[config.mk]
export PLATFORM = sky130hd
export DESIGN_NAME = ccs_regs
export DESIGN_NICKNAME = d
export VERILOG_FILES = /design/src/include/ccs_pkg.sv /design/src/verilog/ccs_regs.sv /design/src/verilog/ccs_sync.sv
export SDC_FILE = /design/constraint.sdc
export NUM_CORES = 1
export LEC_CHECK = 0
export BUFFER_PORTS_ARGS = -buffer_cell sky130_fd_sc_hd__buf_2
export CORE_MARGIN = 2
export CORE_UTILIZATION = 45
export DETAILED_ROUTE_END_ITERATION = 8
export GPL_TIMING_DRIVEN = 0
export MAX_ROUTING_LAYER = met4
export PLACE_DENSITY = 0.74
export SYNTH_ARGS = -nofsm -noshare
export SYNTH_HDL_FRONTEND = slang
export SYNTH_SLANG_ARGS = --single-unit
[constraint.sdc]
create_clock -name pclk -period 2.4 [get_ports pclk]
set_input_delay 0 -clock pclk [delete_from_list [all_inputs] [get_ports pclk]]
set_output_delay 0 -clock pclk [all_outputs]
set_load 0.005 [all_outputs]
[src/include/ccs_pkg.sv]
// Constants shared by the converter configuration and status register bank
// Functional notes
// - Report captured edge position versus device clock as 24-bit status at index 0x2C.
// - Edge position status is read-only; content undefined until first capture.
// - Hold 16-bit full-scale code for input A at 0x30, reset 0xA000.
// - Hold separate 16-bit full-scale code for input B at 0x32, reset 0xA000.
// - Codes below 0x2000 down to 0x0000 are still accepted and applied.
// - Reference bypass bit 0 at 0x38 selects low analog supply as reference.
// - Stamp control bit 0 at 0x3B enables the stamp input receiver.
// - Stamp control bit 1 puts the stamp input in low-voltage PECL mode.
// - Reference bypass and stamp control reset to 0x00.
// - Serializer pre-emphasis register at 0x48 resets to 0x00.
package ccs_pkg;

	localparam int APB_ADDR_W = 12;
	localparam int APB_DATA_W = 32;

	localparam int CAPTURE_W = 24;
	localparam int FS_W      = 16;
	localparam int CTRL_W    = 8;

	// Printed offsets are register indices; the byte address is four times the index
	localparam int IDX_EDGE_CAPTURE = 'h2c;
	localparam int IDX_FS_CHAN_A    = 'h30;
	localparam int IDX_FS_CHAN_B    = 'h32;
	localparam int IDX_REF_BYPASS   = 'h38;
	localparam int IDX_STAMP_CTRL   = 'h3b;
	localparam int IDX_PREEMPHASIS  = 'h48;

	localparam logic [APB_ADDR_W-1:0] ADDR_EDGE_CAPTURE = APB_ADDR_W'(IDX_EDGE_CAPTURE * 4);
	localparam logic [APB_ADDR_W-1:0] ADDR_FS_CHAN_A    = APB_ADDR_W'(IDX_FS_CHAN_A * 4);
	localparam logic [APB_ADDR_W-1:0] ADDR_FS_CHAN_B    = APB_ADDR_W'(IDX_FS_CHAN_B * 4);
	localparam logic [APB_ADDR_W-1:0] ADDR_REF_BYPASS   = APB_ADDR_W'(IDX_REF_BYPASS * 4);
	localparam logic [APB_ADDR_W-1:0] ADDR_STAMP_CTRL   = APB_ADDR_W'(IDX_STAMP_CTRL * 4);
	localparam logic [APB_ADDR_W-1:0] ADDR_PREEMPHASIS  = APB_ADDR_W'(IDX_PREEMPHASIS * 4);

	localparam logic [CAPTURE_W-1:0] RST_EDGE_CAPTURE = 24'h000000;
	localparam logic [FS_W-1:0]      RST_FS_CODE      = 16'ha000;
	localparam logic [CTRL_W-1:0]    RST_REF_BYPASS   = 8'h00;
	localparam logic [CTRL_W-1:0]    RST_STAMP_CTRL   = 8'h00;
	localparam logic [CTRL_W-1:0]    RST_PREEMPHASIS  = 8'h00;

	localparam int BIT_REF_BYPASS  = 0;
	localparam int BIT_STAMP_RECV  = 0;
	localparam int BIT_STAMP_PECL  = 1;

	// Recommended lower bound of the full-scale code; lower codes still apply
	localparam logic [FS_W-1:0] FS_CODE_REC_MIN = 16'h2000;

endpackage : ccs_pkg

[src/verilog/ccs_regs.sv]
// APB register bank for converter configuration and edge capture status
`timescale 1ns/1ps
`default_nettype none
module ccs_regs (
	// Clock, reset, enable
	input  wire logic                            pclk,
	input  wire logic                            presetn,
	input  wire logic                            clk_en,
	// APB slave
	input  wire logic                            psel,
	input  wire logic                            penable,
	input  wire logic                            pwrite,
	input  wire logic [ccs_pkg::APB_ADDR_W-1:0]  paddr,
	input  wire logic [ccs_pkg::APB_DATA_W-1:0]  pwdata,
	input  wire logic [3:0]                      pstrb,
	output logic      [ccs_pkg::APB_DATA_W-1:0]  prdata,
	output logic                                 pready,
	output logic                                 pslverr,
	// Edge position detector (analog timing domain)
	input  wire logic [ccs_pkg::CAPTURE_W-1:0]   edge_pos_word,
	input  wire logic                            edge_pos_toggle,
	// Configuration to the analog and serializer blocks
	output logic      [ccs_pkg::FS_W-1:0]        fullscale_code_chan_a,
	output logic      [ccs_pkg::FS_W-1:0]        fullscale_code_chan_b,
	output logic                                 reference_bypass_en,
	output logic                                 stamp_input_receiver_enable,
	output logic                                 stamp_input_pecl_enable,
	output logic      [ccs_pkg::CTRL_W-1:0]      serializer_preemphasis
);

	logic [ccs_pkg::CAPTURE_W-1:0]  edge_capture_reg;
	logic [ccs_pkg::FS_W-1:0]       fs_code_a_reg;
	logic [ccs_pkg::FS_W-1:0]       fs_code_b_reg;
	logic [ccs_pkg::CTRL_W-1:0]     ref_bypass_reg;
	logic [ccs_pkg::CTRL_W-1:0]     stamp_ctrl_reg;
	logic [ccs_pkg::CTRL_W-1:0]     preemphasis_reg;
	logic [ccs_pkg::APB_DATA_W-1:0] prdata_reg;
	logic                           pready_reg;
	logic                           pslverr_reg;

	logic [ccs_pkg::CAPTURE_W-1:0]  word_sync;
	logic                           toggle_sync;
	logic                           toggle_seen_reg;
	logic                           capture_event;

	logic                           access_phase;
	logic                           wr_commit;
	logic [ccs_pkg::APB_DATA_W-1:0] rdata_next;
	logic                           err_next;

	logic [ccs_pkg::APB_DATA_W-1:0] fs_a_merge;
	logic [ccs_pkg::APB_DATA_W-1:0] fs_b_merge;
	logic [ccs_pkg::APB_DATA_W-1:0] bypass_merge;
	logic [ccs_pkg::APB_DATA_W-1:0] stamp_merge;
	logic [ccs_pkg::APB_DATA_W-1:0] preemph_merge;

	// Word address match; the two low address bits are ignored
	function automatic logic reg_hit(
		input logic [ccs_pkg::APB_ADDR_W-1:0] addr,
		input logic [ccs_pkg::APB_ADDR_W-1:0] base
	);
		return addr[ccs_pkg::APB_ADDR_W-1:2] == base[ccs_pkg::APB_ADDR_W-1:2];
	endfunction : reg_hit

	// Byte-lane merge of write data into the old register content
	function automatic logic [31:0] lane_merge(
		input logic [31:0] old_val,
		input logic [31:0] wdata,
		input logic [3:0]  strb
	);
		logic [31:0] res;
		res = old_val;
		for (int i = 0; i < 4; i++) begin
			if (strb[i]) begin
				res[i*8 +: 8] = wdata[i*8 +: 8];
			end
		end
		return res;
	endfunction : lane_merge

	// ------------------------------------------------------------------
	// Edge position capture
	// ------------------------------------------------------------------

	// Word and toggle arrive from the analog timing logic; the word is held
	// stable around each toggle so both settle through equal latency
	ccs_sync #(
		.WIDTH (ccs_pkg::CAPTURE_W)
	) u_word_sync (
		.pclk     (pclk),
		.presetn  (presetn),
		.clk_en   (clk_en),
		.async_in (edge_pos_word),
		.sync_out (word_sync)
	);

	ccs_sync #(
		.WIDTH (1)
	) u_toggle_sync (
		.pclk     (pclk),
		.presetn  (presetn),
		.clk_en   (clk_en),
		.async_in (edge_pos_toggle),
		.sync_out (toggle_sync)
	);

	assign capture_event = toggle_sync ^ toggle_seen_reg;

	always_ff @(posedge pclk or negedge presetn) begin
		if (!presetn) begin
			toggle_seen_reg <= 1'b0;
		end else if (clk_en) begin
			toggle_seen_reg <= toggle_sync;
		end
	end

	// Only the detector updates this word; bus writes never reach it
	always_ff @(posedge pclk or negedge presetn) begin
		if (!presetn) begin
			edge_capture_reg <= ccs_pkg::RST_EDGE_CAPTURE;
		end else if (clk_en && capture_event) begin
			edge_capture_reg <= word_sync;
		end
	end

	// ------------------------------------------------------------------
	// APB handshake: one wait state, answer in the second access cycle
	// ------------------------------------------------------------------

	assign access_phase = psel && penable;
	assign wr_commit    = clk_en && access_phase && pready_reg && pwrite;

	always_comb begin
		rdata_next = '0;
		err_next   = 1'b0;
		if (reg_hit(paddr, ccs_pkg::ADDR_EDGE_CAPTURE)) begin
			rdata_next = 32'(edge_capture_reg);
			err_next   = pwrite;
		end else if (reg_hit(paddr, ccs_pkg::ADDR_FS_CHAN_A)) begin
			rdata_next = 32'(fs_code_a_reg);
		end else if (reg_hit(paddr, ccs_pkg::ADDR_FS_CHAN_B)) begin
			rdata_next = 32'(fs_code_b_reg);
		end else if (reg_hit(paddr, ccs_pkg::ADDR_REF_BYPASS)) begin
			rdata_next = 32'(ref_bypass_reg);
		end else if (reg_hit(paddr, ccs_pkg::ADDR_STAMP_CTRL)) begin
			rdata_next = 32'(stamp_ctrl_reg);
		end else if (reg_hit(paddr, ccs_pkg::ADDR_PREEMPHASIS)) begin
			rdata_next = 32'(preemphasis_reg);
		end else begin
			err_next   = 1'b1;
		end
	end

	always_ff @(posedge pclk or negedge presetn) begin
		if (!presetn) begin
			pready_reg <= 1'b0;
		end else if (clk_en) begin
			pready_reg <= access_phase && !pready_reg;
		end
	end

	// Read data is loaded with pready and held until the next load; error is loaded with pready and cleared on the next enabled cycle
	always_ff @(posedge pclk or negedge presetn) begin
		if (!presetn) begin
			prdata_reg  <= '0;
			pslverr_reg <= 1'b0;
		end else if (clk_en) begin
			if (access_phase && !pready_reg) begin
				prdata_reg  <= pwrite ? '0 : rdata_next;
				pslverr_reg <= err_next;
			end else begin
				pslverr_reg <= 1'b0;
			end
		end
	end

	// ------------------------------------------------------------------
	// Configuration registers
	// ------------------------------------------------------------------

	assign fs_a_merge    = lane_merge(32'(fs_code_a_reg), pwdata, pstrb);
	assign fs_b_merge    = lane_merge(32'(fs_code_b_reg), pwdata, pstrb);
	assign bypass_merge  = lane_merge(32'(ref_bypass_reg), pwdata, pstrb);
	assign stamp_merge   = lane_merge(32'(stamp_ctrl_reg), pwdata, pstrb);
	assign preemph_merge = lane_merge(32'(preemphasis_reg), pwdata, pstrb);

	// Every code is taken as written; no clamping to the recommended range
	always_ff @(posedge pclk or negedge presetn) begin
		if (!presetn) begin
			fs_code_a_reg <= ccs_pkg::RST_FS_CODE;
		end else if (wr_commit && reg_hit(paddr, ccs_pkg::ADDR_FS_CHAN_A)) begin
			fs_code_a_reg <= fs_a_merge[ccs_pkg::FS_W-1:0];
		end
	end

	always_ff @(posedge pclk or negedge presetn) begin
		if (!presetn) begin
			fs_code_b_reg <= ccs_pkg::RST_FS_CODE;
		end else if (wr_commit && reg_hit(paddr, ccs_pkg::ADDR_FS_CHAN_B)) begin
			fs_code_b_reg <= fs_b_merge[ccs_pkg::FS_W-1:0];
		end
	end

	// Whole byte is stored so reserved bits read back what was written
	always_ff @(posedge pclk or negedge presetn) begin
		if (!presetn) begin
			ref_bypass_reg <= ccs_pkg::RST_REF_BYPASS;
		end else if (wr_commit && reg_hit(paddr, ccs_pkg::ADDR_REF_BYPASS)) begin
			ref_bypass_reg <= bypass_merge[ccs_pkg::CTRL_W-1:0];
		end
	end

	always_ff @(posedge pclk or negedge presetn) begin
		if (!presetn) begin
			stamp_ctrl_reg <= ccs_pkg::RST_STAMP_CTRL;
		end else if (wr_commit && reg_hit(paddr, ccs_pkg::ADDR_STAMP_CTRL)) begin
			stamp_ctrl_reg <= stamp_merge[ccs_pkg::CTRL_W-1:0];
		end
	end

	always_ff @(posedge pclk or negedge presetn) begin
		if (!presetn) begin
			preemphasis_reg <= ccs_pkg::RST_PREEMPHASIS;
		end else if (wr_commit && reg_hit(paddr, ccs_pkg::ADDR_PREEMPHASIS)) begin
			preemphasis_reg <= preemph_merge[ccs_pkg::CTRL_W-1:0];
		end
	end

	// ------------------------------------------------------------------
	// Outputs, each a flip-flop or a bit of one
	// ------------------------------------------------------------------

	assign prdata                      = prdata_reg;
	assign pready                      = pready_reg;
	assign pslverr                     = pslverr_reg;
	assign fullscale_code_chan_a       = fs_code_a_reg;
	assign fullscale_code_chan_b       = fs_code_b_reg;
	assign reference_bypass_en         = ref_bypass_reg[ccs_pkg::BIT_REF_BYPASS];
	assign stamp_input_receiver_enable = stamp_ctrl_reg[ccs_pkg::BIT_STAMP_RECV];
	assign stamp_input_pecl_enable     = stamp_ctrl_reg[ccs_pkg::BIT_STAMP_PECL];
	assign serializer_preemphasis      = preemphasis_reg;

	// ------------------------------------------------------------------
	// Assertions
	// ------------------------------------------------------------------

	logic first_cycle_reg;

	// Frozen with the rest of the bank so it marks the first enabled edge after reset
	always_ff @(posedge pclk or negedge presetn) begin
		if (!presetn) begin
			first_cycle_reg <= 1'b1;
		end else if (clk_en) begin
			first_cycle_reg <= 1'b0;
		end
	end
endmodule : ccs_regs
`default_nettype wire

[src/verilog/ccs_sync.sv]
// Two-flop synchroniser for signals arriving from outside the pclk domain
`timescale 1ns/1ps
`default_nettype none
module ccs_sync #(
	parameter int WIDTH = 1
) (
	// Clock, reset, enable
	input  wire logic             pclk,
	input  wire logic             presetn,
	input  wire logic             clk_en,
	// Data
	input  wire logic [WIDTH-1:0] async_in,
	output logic      [WIDTH-1:0] sync_out
);

	logic [WIDTH-1:0] meta_reg;

	// The first stage feeds only the second stage
	always_ff @(posedge pclk or negedge presetn) begin
		if (!presetn) begin
			meta_reg <= '0;
			sync_out <= '0;
		end else if (clk_en) begin
			meta_reg <= async_in;
			sync_out <= meta_reg;
		end
	end

endmodule : ccs_sync
`default_nettype wire
==> reports/results.txt, run 1 <==
routability congestion estimate = 0.916
Seq pwr share = 48.4%
Setup Skew = 7.27 ps
Die Y = 126 microns
status = complete, no violations
fmax = 453 MHz
Overflow after GRT = 0
Post-Syn Area = 6750 sq um
fraction of registers with async set/reset = 100%
clock slew at reported path FFs = 60 ps
CP Launch Type = flop
antenna cell count = 0
IO buf count = 124
Initial DRC Count = 227
number of synthesized flops with an enable pin = 0
global-route wire length before repair = 26.2 mm
register area share after synthesis = 58.3%
Mapped Avg Cell Area = 13.2 sq um
Net Sw Frac = 23.8%
switching power total = 0.00154 W
# DRC = 0
proportion of layout cells with a drive suffix above 1 = 45.1%
vias per cell = 5.41
Final Hold Fails = 0
Mapped Cells = 513
hold depth = 4
prevailing post-synth register cell = dfrtp_1
Synth top area share = 56.7%
FF+latch count, synth = 157
Nets = 785
number of CTS-inserted buffers = 17
RSZ-0062 raised after global routing = false
fin cells = 903
Worst EP required = 2710 ps
Root Buffer Master = clkbuf_16
CTS Buffer Depth = 2
post-DP HPWL = 11.4 mm
Max Cap Viol = 0
Synth area leader = dfrtp_1
fin util = 59.4%
setup ws final = 192 ps
initial antenna violation count = 0
Worst Setup Path Type = reg2reg
DR vias = 4,881
worst slew pin tran = 1050 ps
minimum clock period = 2210 ps
vias in the first global route = 5,131
Comb power frac = 10.6%
YS warnings = 0
worst-path maximum fanout = 8
Max VDD drop = 0.535 mV
Final Instance Area = 8660 sq um
num ports = 156
Die ar. = 16,000 sq um
Starting Density = 46.3%
H-tree depth = 4
pre-CTS setup slack = 223 ps
row cnt = 44
leak pwr = 4.17 nW
DRT Pass-1 Iters = 4
Critical Path End Type = flop
Power Dens Cells = 747 nW/um^2
dpl cells = 829
Netlist cell types = 42
number of fillers in the final layout = 1,187
R2R cell count = 6
Chip Width = 126 microns
Clock power frac = 41.0%
Area contributors post-synth = dfrtp_1, mux2_2, o21ai_0
CTS Sinks = 157
area of the multi-input gates = 2650 sq um
synth-to-layout area growth = 28.4%
Clk Latency, worst-skew pair = 420 ps
Routed Antenna Nets = 0
cts repair resizes = 0
Global Route Usage Sum = 21.9%
Internal = 0.00493 W
Crit path arrival time = 2510 ps
Final setup viols = 0
WL/cell = 18.3 microns
fin crit share = 92.0%
area post-placement = 7660 sq um
count of pins over their slew limit = 0
total power = 0.00647 W
FF/Latch Area = 3930 sq um
TritonCTS clock tree = done
Hold WC Path Type = in2reg
core footprint = 14,600 sq um
Slew HR = 29.7%
largest net degree at the start of global routing = 107
WL final = 16.5 mm
[layer usage]
metal | routed length (microns) | track usage [%] | vias to the layer above
met5 | 0 | - | -
met4 | 529 | 9.70 | 0
met3 | 908 | 5.19 | 39
met2 | 8330 | 35.9 | 173
met1 | 6720 | 25.7 | 2451
li1 | - | - | 2218
[metrics by stage]
stage / setup TNS [ps] / hold WS, ps
4_1_cts: 0 / 7.89
3_3_place_gp: -122070 / 232
3_5_place_dp: 0 / -21.3
5_1_grt: 0 / 40.5
6_report: 0 / 28.4
2_1_floorplan: 0 / -296
[repair_timing]
action,in CTS,in global routing
endpoints found under the hold margin,132,0
buffers inserted,0,0
hold buffers,42,0
endpoints found under the setup margin,0,0
[final timing paths]
kind                                        from                                     to  slack (ps)
hold / removal                            pwrite                  prdata[1]$_DFFE_PN0P_          30
setup reg to reg              pready$_DFFE_PN0P_   fullscale_code_chan_b[7]$_DFFE_PN0P_         190
setup / recovery              pready$_DFFE_PN0P_   fullscale_code_chan_b[7]$_DFFE_PN0P_         190
hold reg to reg            prdata[8]$_DFFE_PN0P_                  prdata[8]$_DFFE_PN0P_         480
max in group asynchronous                presetn   u_word_sync.sync_out[11]$_DFFE_PN0P_        1450
min in group asynchronous                presetn  serializer_preemphasis[4]$_DFFE_PN0P_          90
[synth_stat cells, types with 2 or more instances]
cell and number:
dfstp_2 4, a22o_1 8, mux2i_1 3, nor3_1 6
nand3_1 4, a21oi_1 28, nand2b_1 5, a2bb2oi_1 3
o21ai_0 34, nand4_1 2, a32oi_1 3, nor2_4 3
or3_4 2, buf_2 5, o31ai_1 3, a31oi_1 5
or2_2 2, clkbuf_1 16, buf_4 8, inv_1 2
dfrtp_1 153, nand2_1 33, buf_6 3, nand3b_1 2
and3_1 3, a21o_1 8, and2_0 2, mux2_2 136
nor4_4 2, nor2_1 13
[worst max-delay path, stage by stage (launching register included)]
cell,delay (ps)
dfrtp_1,390
nand2_1,60
nor2_1,260
nand2_1,170
or4_1,530
clkbuf_1,310
mux2_2,370
[cell usage in the layout (no fill, tap or decap), drive strengths merged, types with 17 or more instances in the layout]
cell | netlist | final
buf | 17 | 142
dlygate4sd3 | 0 | 42
nor2 | 17 | 17
a21oi | 28 | 28
dfrtp | 153 | 153
nand2 | 34 | 34
clkbuf | 16 | 36
mux2 | 136 | 136
o21ai | 34 | 34
[area by class of cell]
class                           instances  share of cell area, %
Tap cell                              184                   2.66
Timing Repair Buffer                  167                   12.4
Clock buffer                           20                   5.16
Multi-Input combinational cell        328                   30.6
Sequential cell                       157                   45.4
Buffer                                 33                   2.11
Inverter                                2                 0.0867
Clock inverter                         12                   1.57
[logic make-up after synthesis]
logic type,Yosys count,synth area share (%)
compound gates,92,8.10
other cells,1,0.0556
xor+xnor,1,0.130
simple gates,88,7.45
flops,157,58.3
mux,139,23.1
buf+inv,35,2.82
[power groups by stage]
stage / registers (W) / clock network (W) / logic (W)
after floorplan: 0.00311 / 0 / 0.000437
after global placement: 0.00316 / 0 / 0.000594
after detailed placement: 0.00318 / 0 / 0.000634
after CTS: 0.00313 / 0.00269 / 0.000694
after global routing: 0.00317 / 0.00281 / 0.000757
final: 0.00313 / 0.00265 / 0.000685
Note: power is estimated with default switching activity, not from simulation.
==> run 2, diff against run 1 <==
--- a/config.mk
+++ b/config.mk
@@ -6,12 +6,13 @@
 export NUM_CORES = 1
 export LEC_CHECK = 0
 export BUFFER_PORTS_ARGS = -buffer_cell sky130_fd_sc_hd__buf_2
+export CORE_ASPECT_RATIO = 0.6
 export CORE_MARGIN = 2
-export CORE_UTILIZATION = 45
+export CORE_UTILIZATION = 30
 export DETAILED_ROUTE_END_ITERATION = 8
 export GPL_TIMING_DRIVEN = 0
 export MAX_ROUTING_LAYER = met4
-export PLACE_DENSITY = 0.74
+export PLACE_DENSITY = 0.55
 export SYNTH_ARGS = -nofsm -noshare
 export SYNTH_HDL_FRONTEND = slang
 export SYNTH_SLANG_ARGS = --single-unit
==> run 2 against run 1 <==
  * Utilization is 19 points lower
  * Maximum frequency is 1.0% lower
  * Critical endpoint is now fullscale_code_chan_b[1]$_DFFE_PN0P_
  * Clock skew is 0.97 ps higher
  * Largest cell class unchanged
  * Flip-flop and latch count stayed put
  * Non-clock buffer count stayed put
  * Register-to-register slack worse by 20 ps
  * Via count is 0.51% lower
  * Combinational power is 0.6% higher
  * Clock-buffer cell count is 1 higher
  * Power is 3.7% higher
  * Worst setup slack worse by 23 ps
==> reports/results.txt, run 2 (synthesis results as in run 1) <==
IO buf count = 124 (unchanged)
crit path cell chain = nand2_1 > nor2_1 > nand2_1 > or4_1 > clkbuf_1 > mux2_2 (unchanged)
WP buf/inv = 1 (unchanged)
core footprint = 22,100 sq um (was 14,600 sq um)
Crit path arrival time = 2540 ps (was 2510 ps)
worst r2r dst = fullscale_code_chan_b[1]$_DFFE_PN0P_ (was fullscale_code_chan_b[7]$_DFFE_PN0P_)
synth-to-layout area growth = 31.0% (was 28.4%)
status = complete, no violations (unchanged)
TritonCTS clock tree = done (unchanged)
R2R cell count = 6 (unchanged)
Initial DRC Count = 185 (was 227)
H-tree depth = 4 (unchanged)
Die ar. = 23,700 sq um (was 16,000 sq um)
Critical Path End Type = flop (unchanged)
DR vias = 4,856 (was 4,881)
global-route wire length before repair = 28.0 mm (was 26.2 mm)
Global Route Usage Sum = 16.2% (was 21.9%)
most frequent cells in the layout = dfrtp_1, mux2_2, buf_2 (unchanged)
WL/cell = 17.9 microns (was 18.3 microns)
fmax = 448 MHz (was 453 MHz)
WL final = 18.0 mm (was 16.5 mm)
Hold WC Path Type = in2reg (unchanged)
clock slew at reported path FFs = 60 ps (about the same)
Starting Density = 30.6% (was 46.3%)
crit-path most repeated cell = nand2_1 (unchanged)
DRT Pass-1 Iters = 4 (unchanged)
hold endpoint = prdata[4]$_DFFE_PN0P_ (was prdata[1]$_DFFE_PN0P_)
routability congestion estimate = 0.885 (was 0.916)
leak pwr = 4.20 nW (was 4.17 nW)
Root Buffer Master = clkbuf_16 (unchanged)
num ports = 156 (unchanged)
hold depth = 4 (unchanged)
commonest non-fill, non-tap cell in the layout = dfrtp_1 (unchanged)
Final setup viols = 0 (unchanged)
count of pins over their slew limit = 0 (unchanged)
vias per cell = 4.83 (was 5.41)
CP max stage delay = 550 ps (was 530 ps)
slowest CP cell = or4_1 (unchanged)
Power Dens Cells = 758 nW/um^2 (was 747 nW/um^2)
RSZ-0062 raised after global routing = false (unchanged)
Routed Antenna Nets = 0 (unchanged)
CTS Sinks = 157 (unchanged)
proportion of layout cells with a drive suffix above 1 = 45.3% (was 45.1%)
CP Launch Type = flop (unchanged)
Final Hold Fails = 0 (unchanged)
worst-path maximum fanout = 8 (unchanged)
Overflow after GRT = 0 (unchanged)
worst slew pin tran = 1110 ps (was 1050 ps)
Slew HR = 25.8% (was 29.7%)
post-DP HPWL = 13.4 mm (was 11.4 mm)
Worst Setup Path Type = reg2reg (unchanged)
Chip Width = 198 microns (was 126 microns)
critical path's top delay family = simple AND/OR/NAND/NOR gates (unchanged)
initial antenna violation count = 0 (unchanged)
cts repair resizes = 0 (unchanged)
row cnt = 42 (was 44)
antenna cell count = 0 (unchanged)
vias in the first global route = 4,932 (was 5,131)
fin util = 40.1% (was 59.4%)
Worst EP required = 2710 ps (about the same)
FF/Latch Area = 3930 sq um (unchanged)
setup slack, reg-to-reg = 170 ps (was 190 ps)
area of the multi-input gates = 2650 sq um (unchanged)
fin crit share = 93.0% (was 92.0%)
hold_ws = 49.6 ps (was 28.4 ps)
# DRC = 0 (unchanged)
minimum clock period = 2230 ps (was 2210 ps)
number of fillers in the final layout = 2,138 (was 1,187)
Clk Latency, worst-skew pair = 430 ps (was 420 ps)
CTS Buffer Depth = 2 (unchanged)
startpoint of the worst hold path = pwrite (unchanged)
Die Y = 120 microns (was 126 microns)
Nets = 785 (unchanged)
postcts setup bufs = 0 (unchanged)
launch point of the worst reg-to-reg path = pready$_DFFE_PN0P_ (unchanged)
Setup Skew = 8.25 ps (was 7.27 ps)
Max Cap Viol = 0 (unchanged)
number of CTS-inserted buffers = 17 (unchanged)
Max VDD drop = 0.512 mV (was 0.535 mV)
largest net degree at the start of global routing = 101 (was 107)
run 2: changes by cell type in the layout (fill, tap and decap cells not counted), sizes merged:
cell	before	now
clkinvlp	3	1
bufinv	2	3
inv	5	4
clkinv	4	5
clkbuf	36	37
run 2: stage by stage:
step	area (sq um)	setup slack [ps]	std cells	total power, W	setup TNS, ps
detailed placement	7790	193	931	0.00384	0
finish	8840	169	1005	0.00670	0
global placement	7750	-975	930	0.00378	-145960
floorplan	6770	618	520	0.00355	0
global route	8840	64.5	1005	0.00699	0
CTS	8840	171	1005	0.00679	0
run 2: repair_timing:
item | 4_1_cts | 5_1_grt
hold buffers | 42 | 0
setup endpoints to repair | 0 | 0
endpoints found under the hold margin | 138 | 0
run 2: layout make-up:
| type | instances | area share [%] |
|---|---|---|
| clock inverters | 11 | 1.75 |
| multi-input cells | 328 | 30.0 |
| clock buffers | 21 | 5.43 |
| repair buffers | 167 | 12.2 |
| well taps | 286 | 4.05 |
| inverters | 2 | 0.0849 |
| flip-flops and latches | 157 | 44.5 |
| plain buffers | 33 | 2.07 |
run 2: layer usage:
layer  track usage, %  part of all wire, %  routed length [microns]  vias up
met2             23.5                   44                     7890      128
met4             4.56                  1.5                      277        0
met3             3.74                  4.0                      717       22
met5                -                    0                        0        -
li1                 -                    -                        -     2215
met1             22.8                   51                     9150     2491
run 2: worst max-delay path by stage:
stage	from	end	slack (ps)	depth (start not counted)
after floorplan	pready$_DFFE_PN0P_	fullscale_code_chan_b[0]$_DFFE_PN0P_	620	6
after CTS	pready$_DFFE_PN0P_	fullscale_code_chan_b[6]$_DFFE_PN0P_	170	6
after detailed placement	pready$_DFFE_PN0P_	fullscale_code_chan_b[6]$_DFFE_PN0P_	190	6
final	pready$_DFFE_PN0P_	fullscale_code_chan_b[1]$_DFFE_PN0P_	170	6
after global routing	pready$_DFFE_PN0P_	fullscale_code_chan_b[4]$_DFFE_PN0P_	60	6
after global placement	presetn	edge_capture_reg[11]$_DFFE_PN0P_	-970	1
run 2: tightest hold or removal path, stage by stage:
cell and delay [ps]:
buf_2 140, nor2_1 120, o21ai_0 90, o21ai_0 80
run 2: power by group:
group,switching (W),internal [W]
Combinational,0.000296,0.000393
Clock,0.00112,0.00176
Sequential,0.000167,0.00297
Total,0.00159,0.00512
